### src/expv_defines.vh
/*
  Constants for the exception prioritizer and vectoring unit: handler
  addresses, vector offsets, cause codes, tlb reset values, counts.
  Assumes inclusion by bare name from the design file.
*/
`ifndef EXPV_DEFINES_VH
`define EXPV_DEFINES_VH

// fixed and base handler addresses
`define EXPV_RESET_VEC 32'hBFC00000
`define EXPV_DBG_VEC_EMU 32'hFF200200
`define EXPV_DBG_VEC_NOEMU 32'hBFC00480
`define EXPV_BASE_NORM_BEV0 32'h80000000
`define EXPV_BASE_NORM_BEV1 32'hBFC00200
`define EXPV_BASE_CERR_BEV0 32'hA0000000
`define EXPV_BASE_CERR_BEV1 32'hBFC00200
// vector offsets
`define EXPV_OFS_REFILL 32'h00000000
`define EXPV_OFS_CERR 32'h00000100
`define EXPV_OFS_GEN 32'h00000180
`define EXPV_OFS_IRQ 32'h00000200
// number of exception classes and class indices, 0 is highest priority
`define EXPV_NCLS 20
`define EXPV_C_COLD 0
`define EXPV_C_DBG 1
`define EXPV_C_WARM 2
`define EXPV_C_NMI 3
`define EXPV_C_IBERR 4
`define EXPV_C_IADE 5
`define EXPV_C_IREFILL 6
`define EXPV_C_IINV 7
`define EXPV_C_IWATCH 8
`define EXPV_C_ICERR 9
`define EXPV_C_IBUS 10
`define EXPV_C_INSTR 11
`define EXPV_C_DADE 12
`define EXPV_C_DREFILL 13
`define EXPV_C_DINV 14
`define EXPV_C_DMOD 15
`define EXPV_C_DCERR 16
`define EXPV_C_DWATCH 17
`define EXPV_C_DBUS 18
`define EXPV_C_IRQ 19
// cause exception codes
`define EXPV_EXC_INT 5'h00
`define EXPV_EXC_MOD 5'h01
`define EXPV_EXC_TLBL 5'h02
`define EXPV_EXC_TLBS 5'h03
`define EXPV_EXC_LOAD_FETCH_ADDRESS_ERROR_CODE 5'h04
`define EXPV_EXC_STORE_ADDRESS_ERROR_CODE 5'h05
`define EXPV_EXC_IBE 5'h06
`define EXPV_EXC_DBE 5'h07
`define EXPV_EXC_WATCH 5'h17
// tlb counts
`define EXPV_TLB_UPPER 5'h1F
`define EXPV_WIRED_RST 5'h00

`endif

### src/expv_unit.v
/*
  Exception prioritizer and vectoring unit. Ranks the pending exception
  classes, computes the handler address, and updates the status, return
  pc, faulting address, cause and tlb/watch state that each exception
  touches. Assumes the pipeline presents its conditions synchronously,
  holds them until taken, and uses the instruction-boundary input to
  mark where precise exceptions and NMI may be accepted.
*/
`timescale 1ns/10ps
`include "expv_defines.vh"

////////////////////////////////////////////////////////////////////////////////
// Operation
// [RQ1] highest first: cold, debug, warm, NMI, imprecise bus, fetch-side group.
// [RQ2] then instruction, data-side group, and interrupt lowest.
// [RQ3] cold reset, warm reset and NMI always vector to 0xBFC00000.
// [RQ4] debug vectors to 0xFF200200 with emulator, else 0xBFC00480.
// [RQ5] other handlers: base 0x80000000 or 0xBFC00200 by boot vector bit.
// [RQ6] cache error base is 0xA0000000 or 0xBFC00200 by boot vector bit.
// [RQ7] offset 0x000 refill with level clear, 0x100 cache error, else 0x180.
// [RQ8] interrupts use 0x200 when separate vector set, else general offset.
// [RQ9] cold reset taken after power-on reset asserted then released.
// [RQ10] cold reset clears soft reset flag, sets error level and boot vector.
// [RQ11] cold reset loads random to bound, clears wired and watch enables.
// [RQ12] cold reset loads some configuration bits from boot mode stream.
// [RQ13] debug taken on emulator breakpoint or software debug breakpoint.
// [RQ14] warm reset follows its input, vectoring when input deasserts.
// [RQ15] warm reset resets bus and cache machines in any state.
// [RQ16] warm reset or NMI: error pc saved, three status flags set.
// [RQ17] NMI on asserting edge, ignoring level flags and interrupt enable.
// [RQ18] NMI only at instruction boundary; caches stay intact.
// [RQ19] address error: misaligned word, misaligned halfword, kernel from user.
// [RQ20] address error uses common vector, code tells load/fetch or store.
// [RQ21] address error captures faulting virtual address.
// [RQ22] return pc is faulting pc or preceding branch with delay flag set.
// [RQ23] only highest reported; lower ones signal later.
// [RQ24] general exception saves return pc only if level flag clear, sets it.
module expv_unit #(
  parameter CFG_W = 8,
  parameter TLB_W = 5
) (
  input wire clk,
  input wire rst_b,
  input wire power_on_reset_n,
  input wire warm_reset_n,
  input wire nmi_n,
  input wire emu_break,
  input wire emulator_attached,
  input wire separate_irq_vector_select,
  input wire global_irq_enable,
  input wire [CFG_W-1:0] boot_mode_stream,
  input wire at_boundary,
  input wire [31:0] pc,
  input wire [31:0] branch_pc,
  input wire in_delay_slot,
  input wire [31:0] mem_vaddr,
  input wire mem_valid,
  input wire mem_store,
  input wire [1:0] mem_size,
  input wire mem_unaligned_ok,
  input wire user_mode,
  input wire fetch_iberr,
  input wire fetch_refill,
  input wire fetch_invalid,
  input wire fetch_watch,
  input wire fetch_cerr,
  input wire fetch_bus,
  input wire instr_exc,
  input wire [4:0] instr_exc_code,
  input wire software_debug_breakpoint_instr,
  input wire data_refill,
  input wire data_invalid,
  input wire data_modified,
  input wire data_cerr,
  input wire data_watch,
  input wire data_bus,
  input wire irq_pending,
  input wire clear_exc_level,
  input wire clear_err_level,
  output reg exc_take_r,
  output reg [31:0] new_pc_r,
  output reg [4:0] exc_class_r,
  output reg [4:0] cause_exception_code_r,
  output reg delay_slot_flag_r,
  output reg [31:0] exception_return_pc_r,
  output reg [31:0] error_return_pc_r,
  output reg [31:0] faulting_virtual_address_r,
  output reg exc_level_r,
  output reg error_level_flag_r,
  output reg soft_reset_flag_r,
  output reg boot_vector_select_r,
  output reg [TLB_W-1:0] tlb_random_r,
  output reg [TLB_W-1:0] tlb_wired_r,
  output reg iwatch_en_r,
  output reg dwatch_load_en_r,
  output reg dwatch_store_en_r,
  output reg [CFG_W-1:0] config_boot_r,
  output reg bus_cache_reset_r
);

  ////////////////////////////////////////////////////////////////////////////
  // helpers

  // index of the lowest set bit, i.e. highest priority pending class
  function [4:0] expv_pick;
    input [`EXPV_NCLS-1:0] pend;
    integer i;
    begin
      expv_pick = 5'h1F;
      for (i = `EXPV_NCLS - 1; i >= 0; i = i - 1) begin
        if (pend[i]) begin
          expv_pick = i[4:0];
        end
      end
    end
  endfunction

  // general or cache error base by boot vector select
  function [31:0] expv_base;
    input boot_vector_select;
    input cerr;
    begin
      if (cerr) begin
        expv_base = boot_vector_select ? `EXPV_BASE_CERR_BEV1 : `EXPV_BASE_CERR_BEV0; // RQ6
      end else begin
        expv_base = boot_vector_select ? `EXPV_BASE_NORM_BEV1 : `EXPV_BASE_NORM_BEV0; // RQ5
      end
    end
  endfunction

  ////////////////////////////////////////////////////////////////////////////
  // input edge and level tracking

  reg por_seen_r;
  reg warm_prev_r;
  reg nmi_prev_r;
  reg nmi_pend_r;
  reg cold_pend_r;
  reg warm_pend_r;
  reg [4:0] cls_nxt;
  reg take_nxt;
  wire cold_release;
  wire warm_release;
  wire nmi_edge;

  assign cold_release = por_seen_r && power_on_reset_n; // RQ9
  assign warm_release = warm_prev_r == 1'b0 && warm_reset_n; // RQ14
  assign nmi_edge = nmi_prev_r && !nmi_n; // RQ17

  // pending latches; a new event wins over the clear by taking
  always @(posedge clk) begin
    if (!rst_b) begin
      por_seen_r <= 1'b0;
      warm_prev_r <= 1'b1;
      nmi_prev_r <= 1'b1;
      nmi_pend_r <= 1'b0;
      cold_pend_r <= 1'b0;
      warm_pend_r <= 1'b0;
    end else begin
      warm_prev_r <= warm_reset_n;
      nmi_prev_r <= nmi_n;
      if (!power_on_reset_n) begin
        por_seen_r <= 1'b1;
      end else begin
        por_seen_r <= 1'b0;
      end
      cold_pend_r <= cold_release || (cold_pend_r && !(take_nxt && cls_nxt == `EXPV_C_COLD));
      warm_pend_r <= warm_release || (warm_pend_r && !(take_nxt && cls_nxt == `EXPV_C_WARM));
      // NMI latched so it waits for a boundary; set wins over the take
      nmi_pend_r <= nmi_edge || (nmi_pend_r && !(take_nxt && cls_nxt == `EXPV_C_NMI)); // RQ17
    end
  end

  ////////////////////////////////////////////////////////////////////////////
  // address error detection

  reg adr_err;

  // misalignment and user access to kernel space
  always @* begin
    adr_err = 1'b0;
    if (mem_valid) begin
      // fetches are words too; the unaligned exemption covers loads and stores only
      if (mem_size[1] && mem_vaddr[1:0] != 2'h0 && !(mem_unaligned_ok && !mem_size[0])) begin
        adr_err = 1'b1; // RQ19
      end
      if (mem_size == 2'h1 && mem_vaddr[0]) begin
        adr_err = 1'b1; // RQ19
      end
      if (user_mode && mem_vaddr[31]) begin
        adr_err = 1'b1; // RQ19
      end
    end
  end

  ////////////////////////////////////////////////////////////////////////////
  // prioritisation and vector selection

  reg [`EXPV_NCLS-1:0] pend;
  reg [31:0] vec_nxt;
  reg [4:0] code_nxt;
  wire fetch_adr;
  wire data_adr;

  // fetch addresses are word accesses, flagged by the store input low and size 3
  assign fetch_adr = adr_err && !mem_store && mem_size == 2'h3;
  assign data_adr = adr_err && !fetch_adr;

  // precise classes wait for a boundary; resets and debug break do not
  always @* begin
    pend = {`EXPV_NCLS{1'b0}};
    pend[`EXPV_C_COLD] = cold_pend_r; // RQ1
    pend[`EXPV_C_DBG] = emu_break || (software_debug_breakpoint_instr && at_boundary); // RQ13
    pend[`EXPV_C_WARM] = warm_pend_r; // RQ15
    pend[`EXPV_C_NMI] = nmi_pend_r && at_boundary; // RQ18
    pend[`EXPV_C_IBERR] = fetch_iberr;
    pend[`EXPV_C_IADE] = fetch_adr && at_boundary;
    pend[`EXPV_C_IREFILL] = fetch_refill && at_boundary;
    pend[`EXPV_C_IINV] = fetch_invalid && at_boundary;
    pend[`EXPV_C_IWATCH] = fetch_watch && iwatch_en_r && at_boundary;
    pend[`EXPV_C_ICERR] = fetch_cerr && at_boundary;
    pend[`EXPV_C_IBUS] = fetch_bus && at_boundary;
    pend[`EXPV_C_INSTR] = instr_exc && at_boundary; // RQ2
    pend[`EXPV_C_DADE] = data_adr && at_boundary;
    pend[`EXPV_C_DREFILL] = data_refill && at_boundary;
    pend[`EXPV_C_DINV] = data_invalid && at_boundary;
    pend[`EXPV_C_DMOD] = data_modified && at_boundary;
    pend[`EXPV_C_DCERR] = data_cerr && at_boundary;
    pend[`EXPV_C_DWATCH] = data_watch && (mem_store ? dwatch_store_en_r : dwatch_load_en_r)
      && at_boundary;
    pend[`EXPV_C_DBUS] = data_bus && at_boundary;
    pend[`EXPV_C_IRQ] = irq_pending && global_irq_enable && !exc_level_r
      && !error_level_flag_r && at_boundary;
    cls_nxt = expv_pick(pend); // RQ23
    take_nxt = |pend;
  end

  // handler address and cause code for the winning class
  always @* begin
    code_nxt = `EXPV_EXC_INT;
    vec_nxt = expv_base(boot_vector_select_r, 1'b0) + `EXPV_OFS_GEN; // RQ7
    case (cls_nxt)
      `EXPV_C_COLD, `EXPV_C_WARM, `EXPV_C_NMI: begin
        vec_nxt = `EXPV_RESET_VEC; // RQ3
      end
      `EXPV_C_DBG: begin
        vec_nxt = emulator_attached ? `EXPV_DBG_VEC_EMU : `EXPV_DBG_VEC_NOEMU; // RQ4
      end
      `EXPV_C_IREFILL, `EXPV_C_DREFILL: begin
        code_nxt = (cls_nxt == `EXPV_C_DREFILL && mem_store) ? `EXPV_EXC_TLBS : `EXPV_EXC_TLBL;
        if (!exc_level_r) begin
          vec_nxt = expv_base(boot_vector_select_r, 1'b0) + `EXPV_OFS_REFILL; // RQ7
        end
      end
      `EXPV_C_ICERR, `EXPV_C_DCERR: begin
        vec_nxt = expv_base(boot_vector_select_r, 1'b1) + `EXPV_OFS_CERR; // RQ6
      end
      `EXPV_C_IRQ: begin
        if (separate_irq_vector_select) begin
          vec_nxt = expv_base(boot_vector_select_r, 1'b0) + `EXPV_OFS_IRQ; // RQ8
        end
      end
      `EXPV_C_IADE: code_nxt = `EXPV_EXC_LOAD_FETCH_ADDRESS_ERROR_CODE; // RQ20
      `EXPV_C_DADE: code_nxt = mem_store ? `EXPV_EXC_STORE_ADDRESS_ERROR_CODE : `EXPV_EXC_LOAD_FETCH_ADDRESS_ERROR_CODE; // RQ20
      `EXPV_C_IINV: code_nxt = `EXPV_EXC_TLBL;
      `EXPV_C_DINV: code_nxt = mem_store ? `EXPV_EXC_TLBS : `EXPV_EXC_TLBL;
      `EXPV_C_DMOD: code_nxt = `EXPV_EXC_MOD;
      `EXPV_C_IWATCH, `EXPV_C_DWATCH: code_nxt = `EXPV_EXC_WATCH;
      `EXPV_C_IBUS, `EXPV_C_IBERR: code_nxt = `EXPV_EXC_IBE;
      `EXPV_C_DBUS: code_nxt = `EXPV_EXC_DBE;
      `EXPV_C_INSTR: code_nxt = instr_exc_code;
      default: code_nxt = `EXPV_EXC_INT;
    endcase
  end

  ////////////////////////////////////////////////////////////////////////////
  // architectural state updates

  wire is_err_class;
  wire is_cerr;
  wire [31:0] restart_pc;

  assign is_cerr = cls_nxt == `EXPV_C_ICERR || cls_nxt == `EXPV_C_DCERR;
  assign is_err_class = cls_nxt == `EXPV_C_WARM || cls_nxt == `EXPV_C_NMI;
  // a delay-slot instruction restarts at its branch
  assign restart_pc = in_delay_slot ? branch_pc : pc; // RQ22

  // one exception taken per cycle; the rest stay pending for later
  always @(posedge clk) begin
    if (!rst_b) begin
      exc_take_r <= 1'b0;
      new_pc_r <= `EXPV_RESET_VEC;
      exc_class_r <= 5'h00;
      cause_exception_code_r <= `EXPV_EXC_INT;
      delay_slot_flag_r <= 1'b0;
      exception_return_pc_r <= 32'h00000000;
      error_return_pc_r <= 32'h00000000;
      faulting_virtual_address_r <= 32'h00000000;
      exc_level_r <= 1'b0;
      error_level_flag_r <= 1'b1;
      soft_reset_flag_r <= 1'b0;
      boot_vector_select_r <= 1'b1;
      tlb_random_r <= `EXPV_TLB_UPPER;
      tlb_wired_r <= `EXPV_WIRED_RST;
      iwatch_en_r <= 1'b0;
      dwatch_load_en_r <= 1'b0;
      dwatch_store_en_r <= 1'b0;
      config_boot_r <= {CFG_W{1'b0}};
      bus_cache_reset_r <= 1'b0;
    end else begin
      exc_take_r <= take_nxt;
      bus_cache_reset_r <= !warm_reset_n; // RQ15
      if (clear_exc_level) begin
        exc_level_r <= 1'b0;
      end
      if (clear_err_level) begin
        error_level_flag_r <= 1'b0;
      end
      if (take_nxt) begin
        new_pc_r <= vec_nxt;
        exc_class_r <= cls_nxt;
        if (cls_nxt == `EXPV_C_COLD) begin
          soft_reset_flag_r <= 1'b0; // RQ10
          error_level_flag_r <= 1'b1; // RQ10
          boot_vector_select_r <= 1'b1; // RQ10
          tlb_random_r <= `EXPV_TLB_UPPER; // RQ11
          tlb_wired_r <= `EXPV_WIRED_RST; // RQ11
          iwatch_en_r <= 1'b0; // RQ11
          dwatch_load_en_r <= 1'b0; // RQ11
          dwatch_store_en_r <= 1'b0; // RQ11
          config_boot_r <= boot_mode_stream; // RQ12
        end else if (is_err_class) begin
          error_return_pc_r <= restart_pc; // RQ16
          error_level_flag_r <= 1'b1; // RQ16
          soft_reset_flag_r <= 1'b1; // RQ16
          boot_vector_select_r <= 1'b1; // RQ16
        end else if (is_cerr) begin
          error_return_pc_r <= restart_pc;
          error_level_flag_r <= 1'b1;
        end else if (cls_nxt != `EXPV_C_DBG) begin
          cause_exception_code_r <= code_nxt;
          delay_slot_flag_r <= in_delay_slot; // RQ22
          if (!exc_level_r) begin
            exception_return_pc_r <= restart_pc; // RQ24
          end
          exc_level_r <= 1'b1; // RQ24
          if (cls_nxt == `EXPV_C_IADE || cls_nxt == `EXPV_C_DADE) begin
            faulting_virtual_address_r <= mem_vaddr; // RQ21
          end
        end
      end
    end
  end

endmodule // expv_unit

### config.mk
export PLATFORM = sky130hd
export DESIGN_NAME = expv_unit
export DESIGN_NICKNAME = d
export VERILOG_FILES = /design/src/expv_unit.v
export VERILOG_INCLUDE_DIRS = /design/src
export SDC_FILE = /design/constraint.sdc
export NUM_CORES = 1
export LEC_CHECK = 0
export BUFFER_PORTS_ARGS = -buffer_cell sky130_fd_sc_hd__buf_4
export CORE_MARGIN = 2
export CORE_UTILIZATION = 46
export DETAILED_ROUTE_END_ITERATION = 10
export PLACE_DENSITY = 0.81
export RECOVER_POWER = 50
export SYNTH_ARGS = -nofsm -noshare
export SYNTH_HDL_FRONTEND = slang
export SYNTH_SLANG_ARGS = --single-unit
### constraint.sdc
create_clock -name clk -period 3.11 [get_ports clk]
set_input_delay 0.4665 -clock clk [delete_from_list [all_inputs] [get_ports clk]]
set_output_delay 0.4665 -clock clk [all_outputs]
set_load 0.05 [all_outputs]
==> reports/results.ini <==
[run_status]
status=complete, but fails checks
violations=max-capacitance violations, max-slew violations

[sta]
tightestPinTransition_ns=1.671
setup_viol_count_final=0
finalCritPeriodShare=0.8312
finalHoldViolCount=0
relSlewSlack=-0.1141
fin_crit_ns=2.585
finalSetupTns_ns=0
hold_slack_ns=0.2191
fmax_ghz=0.3869
slew_viol_final=77
finClkSkew_ns=0.007835
rsz0062_at_grt=no
worst_slack_ns=0.5251

[critical_path]
max_stage_delay_ns=1.32
path_cells=clkbuf_1, inv_4, buf_2, nor2_1
slowest_stage=buf_2
setup.worst_path.end_class=register
timing.rr.start=exc_level_r
required_ns=3.34
arrival_ns=2.81
reg2reg_depth=9
cp-start-kind=primary input
crit_fanout=76
critical_path_class=primary input to register
r2r_end=error_return_pc_r[0]
r2r_slack_ns=0.59

[hold_path]
hold_path_class=primary input to register
holdPathEnd=por_seen_r
hold_depth=2
worstHoldStart=power_on_reset_n

[place]
gp_congestion=0.8954
dp_hpwl_um=12800
dp_slack_ns=0.2407
port_buffers=268
place_inst=1029
dpl_cell_area_um2=8087

[routing]
routed_wl_um=17410
num_vias=5569
wl_per_cell_um=16.41
drt-initial-drc-count=314
vias_per_cell=5.249
ant_nets=0
drc=0
first_pass_iters=4

[job]
cap_violations=1

[grt]
grt_pass1_wl_um=28480
grt_pass1_vias=5669
antenna_found_initial=0
grt_max_degree=77
grt_overflow_total=0
grt_usage=0.2496

[cts]
ctsHoldBuffers=0
postCtsSetupBuffers=0
cts_buffer_depth=2
cts_sinks=132
cts_resized=0
numCtsBuffers=17
clkSlewWorstSetupHoldPaths_ns=0.06
cts_root_buffer=clkbuf_16
cts_max_level=4
clock_latency_ns=0.41
cts_tree=built

[floorplanning]
num_rows=41
ios=309
die_w_um=118.9
dieArea_um2=14130
die_h_um=118.9
initial_core_util=0.4753
core_um2=12770

[yosys]
async_flop_share=0
synth_seq_cells=132
synth_edf_count=0
syn_inst=622
synth_area_um2=6071
seq_area_frac_synth=0.4353
syn_avg_cell_area_um2=9.760
ys.flop_type=dfxtp_1
yosys_warnings=0
synth_cell_types=58

[final_layout]
multi_input_area_um2=3037
finish.utilization=0.6479
fin_cells=1061
nNetsFinal=1019
final_area_um2=8275
fill_cells=1091
seq_area_um2=2643
num_antenna_cells=0
syn_to_final_growth_pct=36.31
drive_gt1_frac=0.2722
final_cell_mix=162 x buf_4, 132 x dfxtp_1, 118 x clkbuf_1
final_common_cell=buf_4

[power]
p_leak_nw=3.559
p_per_area_nw_per_um2=641.5
max-vdd-ir-drop_uv=489.7
finalPower_mw=5.309

## power by group
part / internal, mW / switching (mW)
sequential: 1.81 / 0.0639
combinational: 0.368 / 0.917
clock: 1.41 / 0.735
## cells by family (layout without fill, tap and decap cells)
kind of cell | Yosys count | count (layout) | synth area share
muxes | 74 | 74 | 0.1222
other | 2 | 38 | 0.001237
AOI/OAI and AO/OA | 172 | 172 | 0.2321
DFF | 132 | 132 | 0.4353
and+or+nand+nor | 154 | 154 | 0.1185
buffers and inverters | 88 | 319 | 0.09068
## synth_stat cells (2+ instances only)
cell,count,share of area
o21a_1,3,0.0037
a211oi_2,31,0.064
a2bb2oi_1,2,0.0029
nor3_4,2,0.0054
and2_1,4,0.0041
mux2i_1,73,0.12
o31a_1,2,0.0029
a211oi_1,36,0.045
a41oi_1,2,0.0029
or2_2,2,0.0021
dfxtp_1,132,0.44
nor3b_1,2,0.0025
a221o_1,2,0.0033
a21o_1,2,0.0025
nor3_1,10,0.0082
o22ai_1,2,0.0021
nand2_1,15,0.0093
inv_1,4,0.0025
buf_2,5,0.0041
o31ai_1,2,0.0025
a2111oi_0,3,0.0043
o21ai_0,14,0.012
nor2b_1,2,0.0021
nor2_1,92,0.057
or3_1,3,0.0031
o211ai_1,2,0.0025
clkbuf_1,28,0.017
nand3_1,4,0.0033
conb_1,2,0.0012
o211a_1,2,0.0033
a211o_1,2,0.0029
a21oi_1,15,0.012
buf_6,7,0.013
buf_4,43,0.053
nand2b_1,8,0.0082
a31oi_1,35,0.036
a32o_1,2,0.0033
and3_1,5,0.0052
## flip-flops by register name, indices dropped and copies added (netlist names), 5 cells and up
| register | count |
|---|---|
| cause_exception_code_r | 5 |
| exc_class_r | 5 |
| config_boot_r | 8 |
| exception_return_pc_r | 32 |
| error_return_pc_r | 32 |
| faulting_virtual_address_r | 32 |
| new_pc_r | 6 |
## metal layers
layer | track usage | up-vias | part of all wire
met1 | 0.2927 | 2587 | 0.41
met2 | 0.4310 | 230 | 0.49
li1 | - | 2727 | -
met3 | 0.08333 | 25 | 0.081
met4 | 0.07589 | 0 | 0.020
met5 | 0 | - | 0
## worst max-delay path: cells and delay by family
family	cells	cell delay (ns)
buf+inv	3	2.15
simple gates	1	0.14
## how the worst max path moves through the flow
stage / from / endpoint / slack, ns / cells past startpoint
4_1_cts: mem_size[1] / error_return_pc_r[0] / 0.63 / 9
3_5_place_dp: mem_size[1] / cause_exception_code_r[2] / 0.24 / 8
6_report: rst_b / faulting_virtual_address_r[9] / 0.53 / 4
3_3_place_gp: mem_size[1] / new_pc_r[9] / 0.26 / 8
2_1_floorplan: mem_size[1] / exception_return_pc_r[22] / 0.59 / 9
5_1_grt: rst_b / error_return_pc_r[24] / 0.32 / 4
## cell type report
| cell class | instances | area share |
|---|---|---|
| multi-input cells | 438 | 0.3669 |
| flip-flops and latches | 132 | 0.3193 |
| repair buffers | 283 | 0.2079 |
| clock buffers | 21 | 0.05685 |
| well taps | 172 | 0.02601 |
| clock inverters | 11 | 0.02086 |
| inverters | 4 | 0.002117 |
No activity file was read; power rests on OpenSTA's default activity.
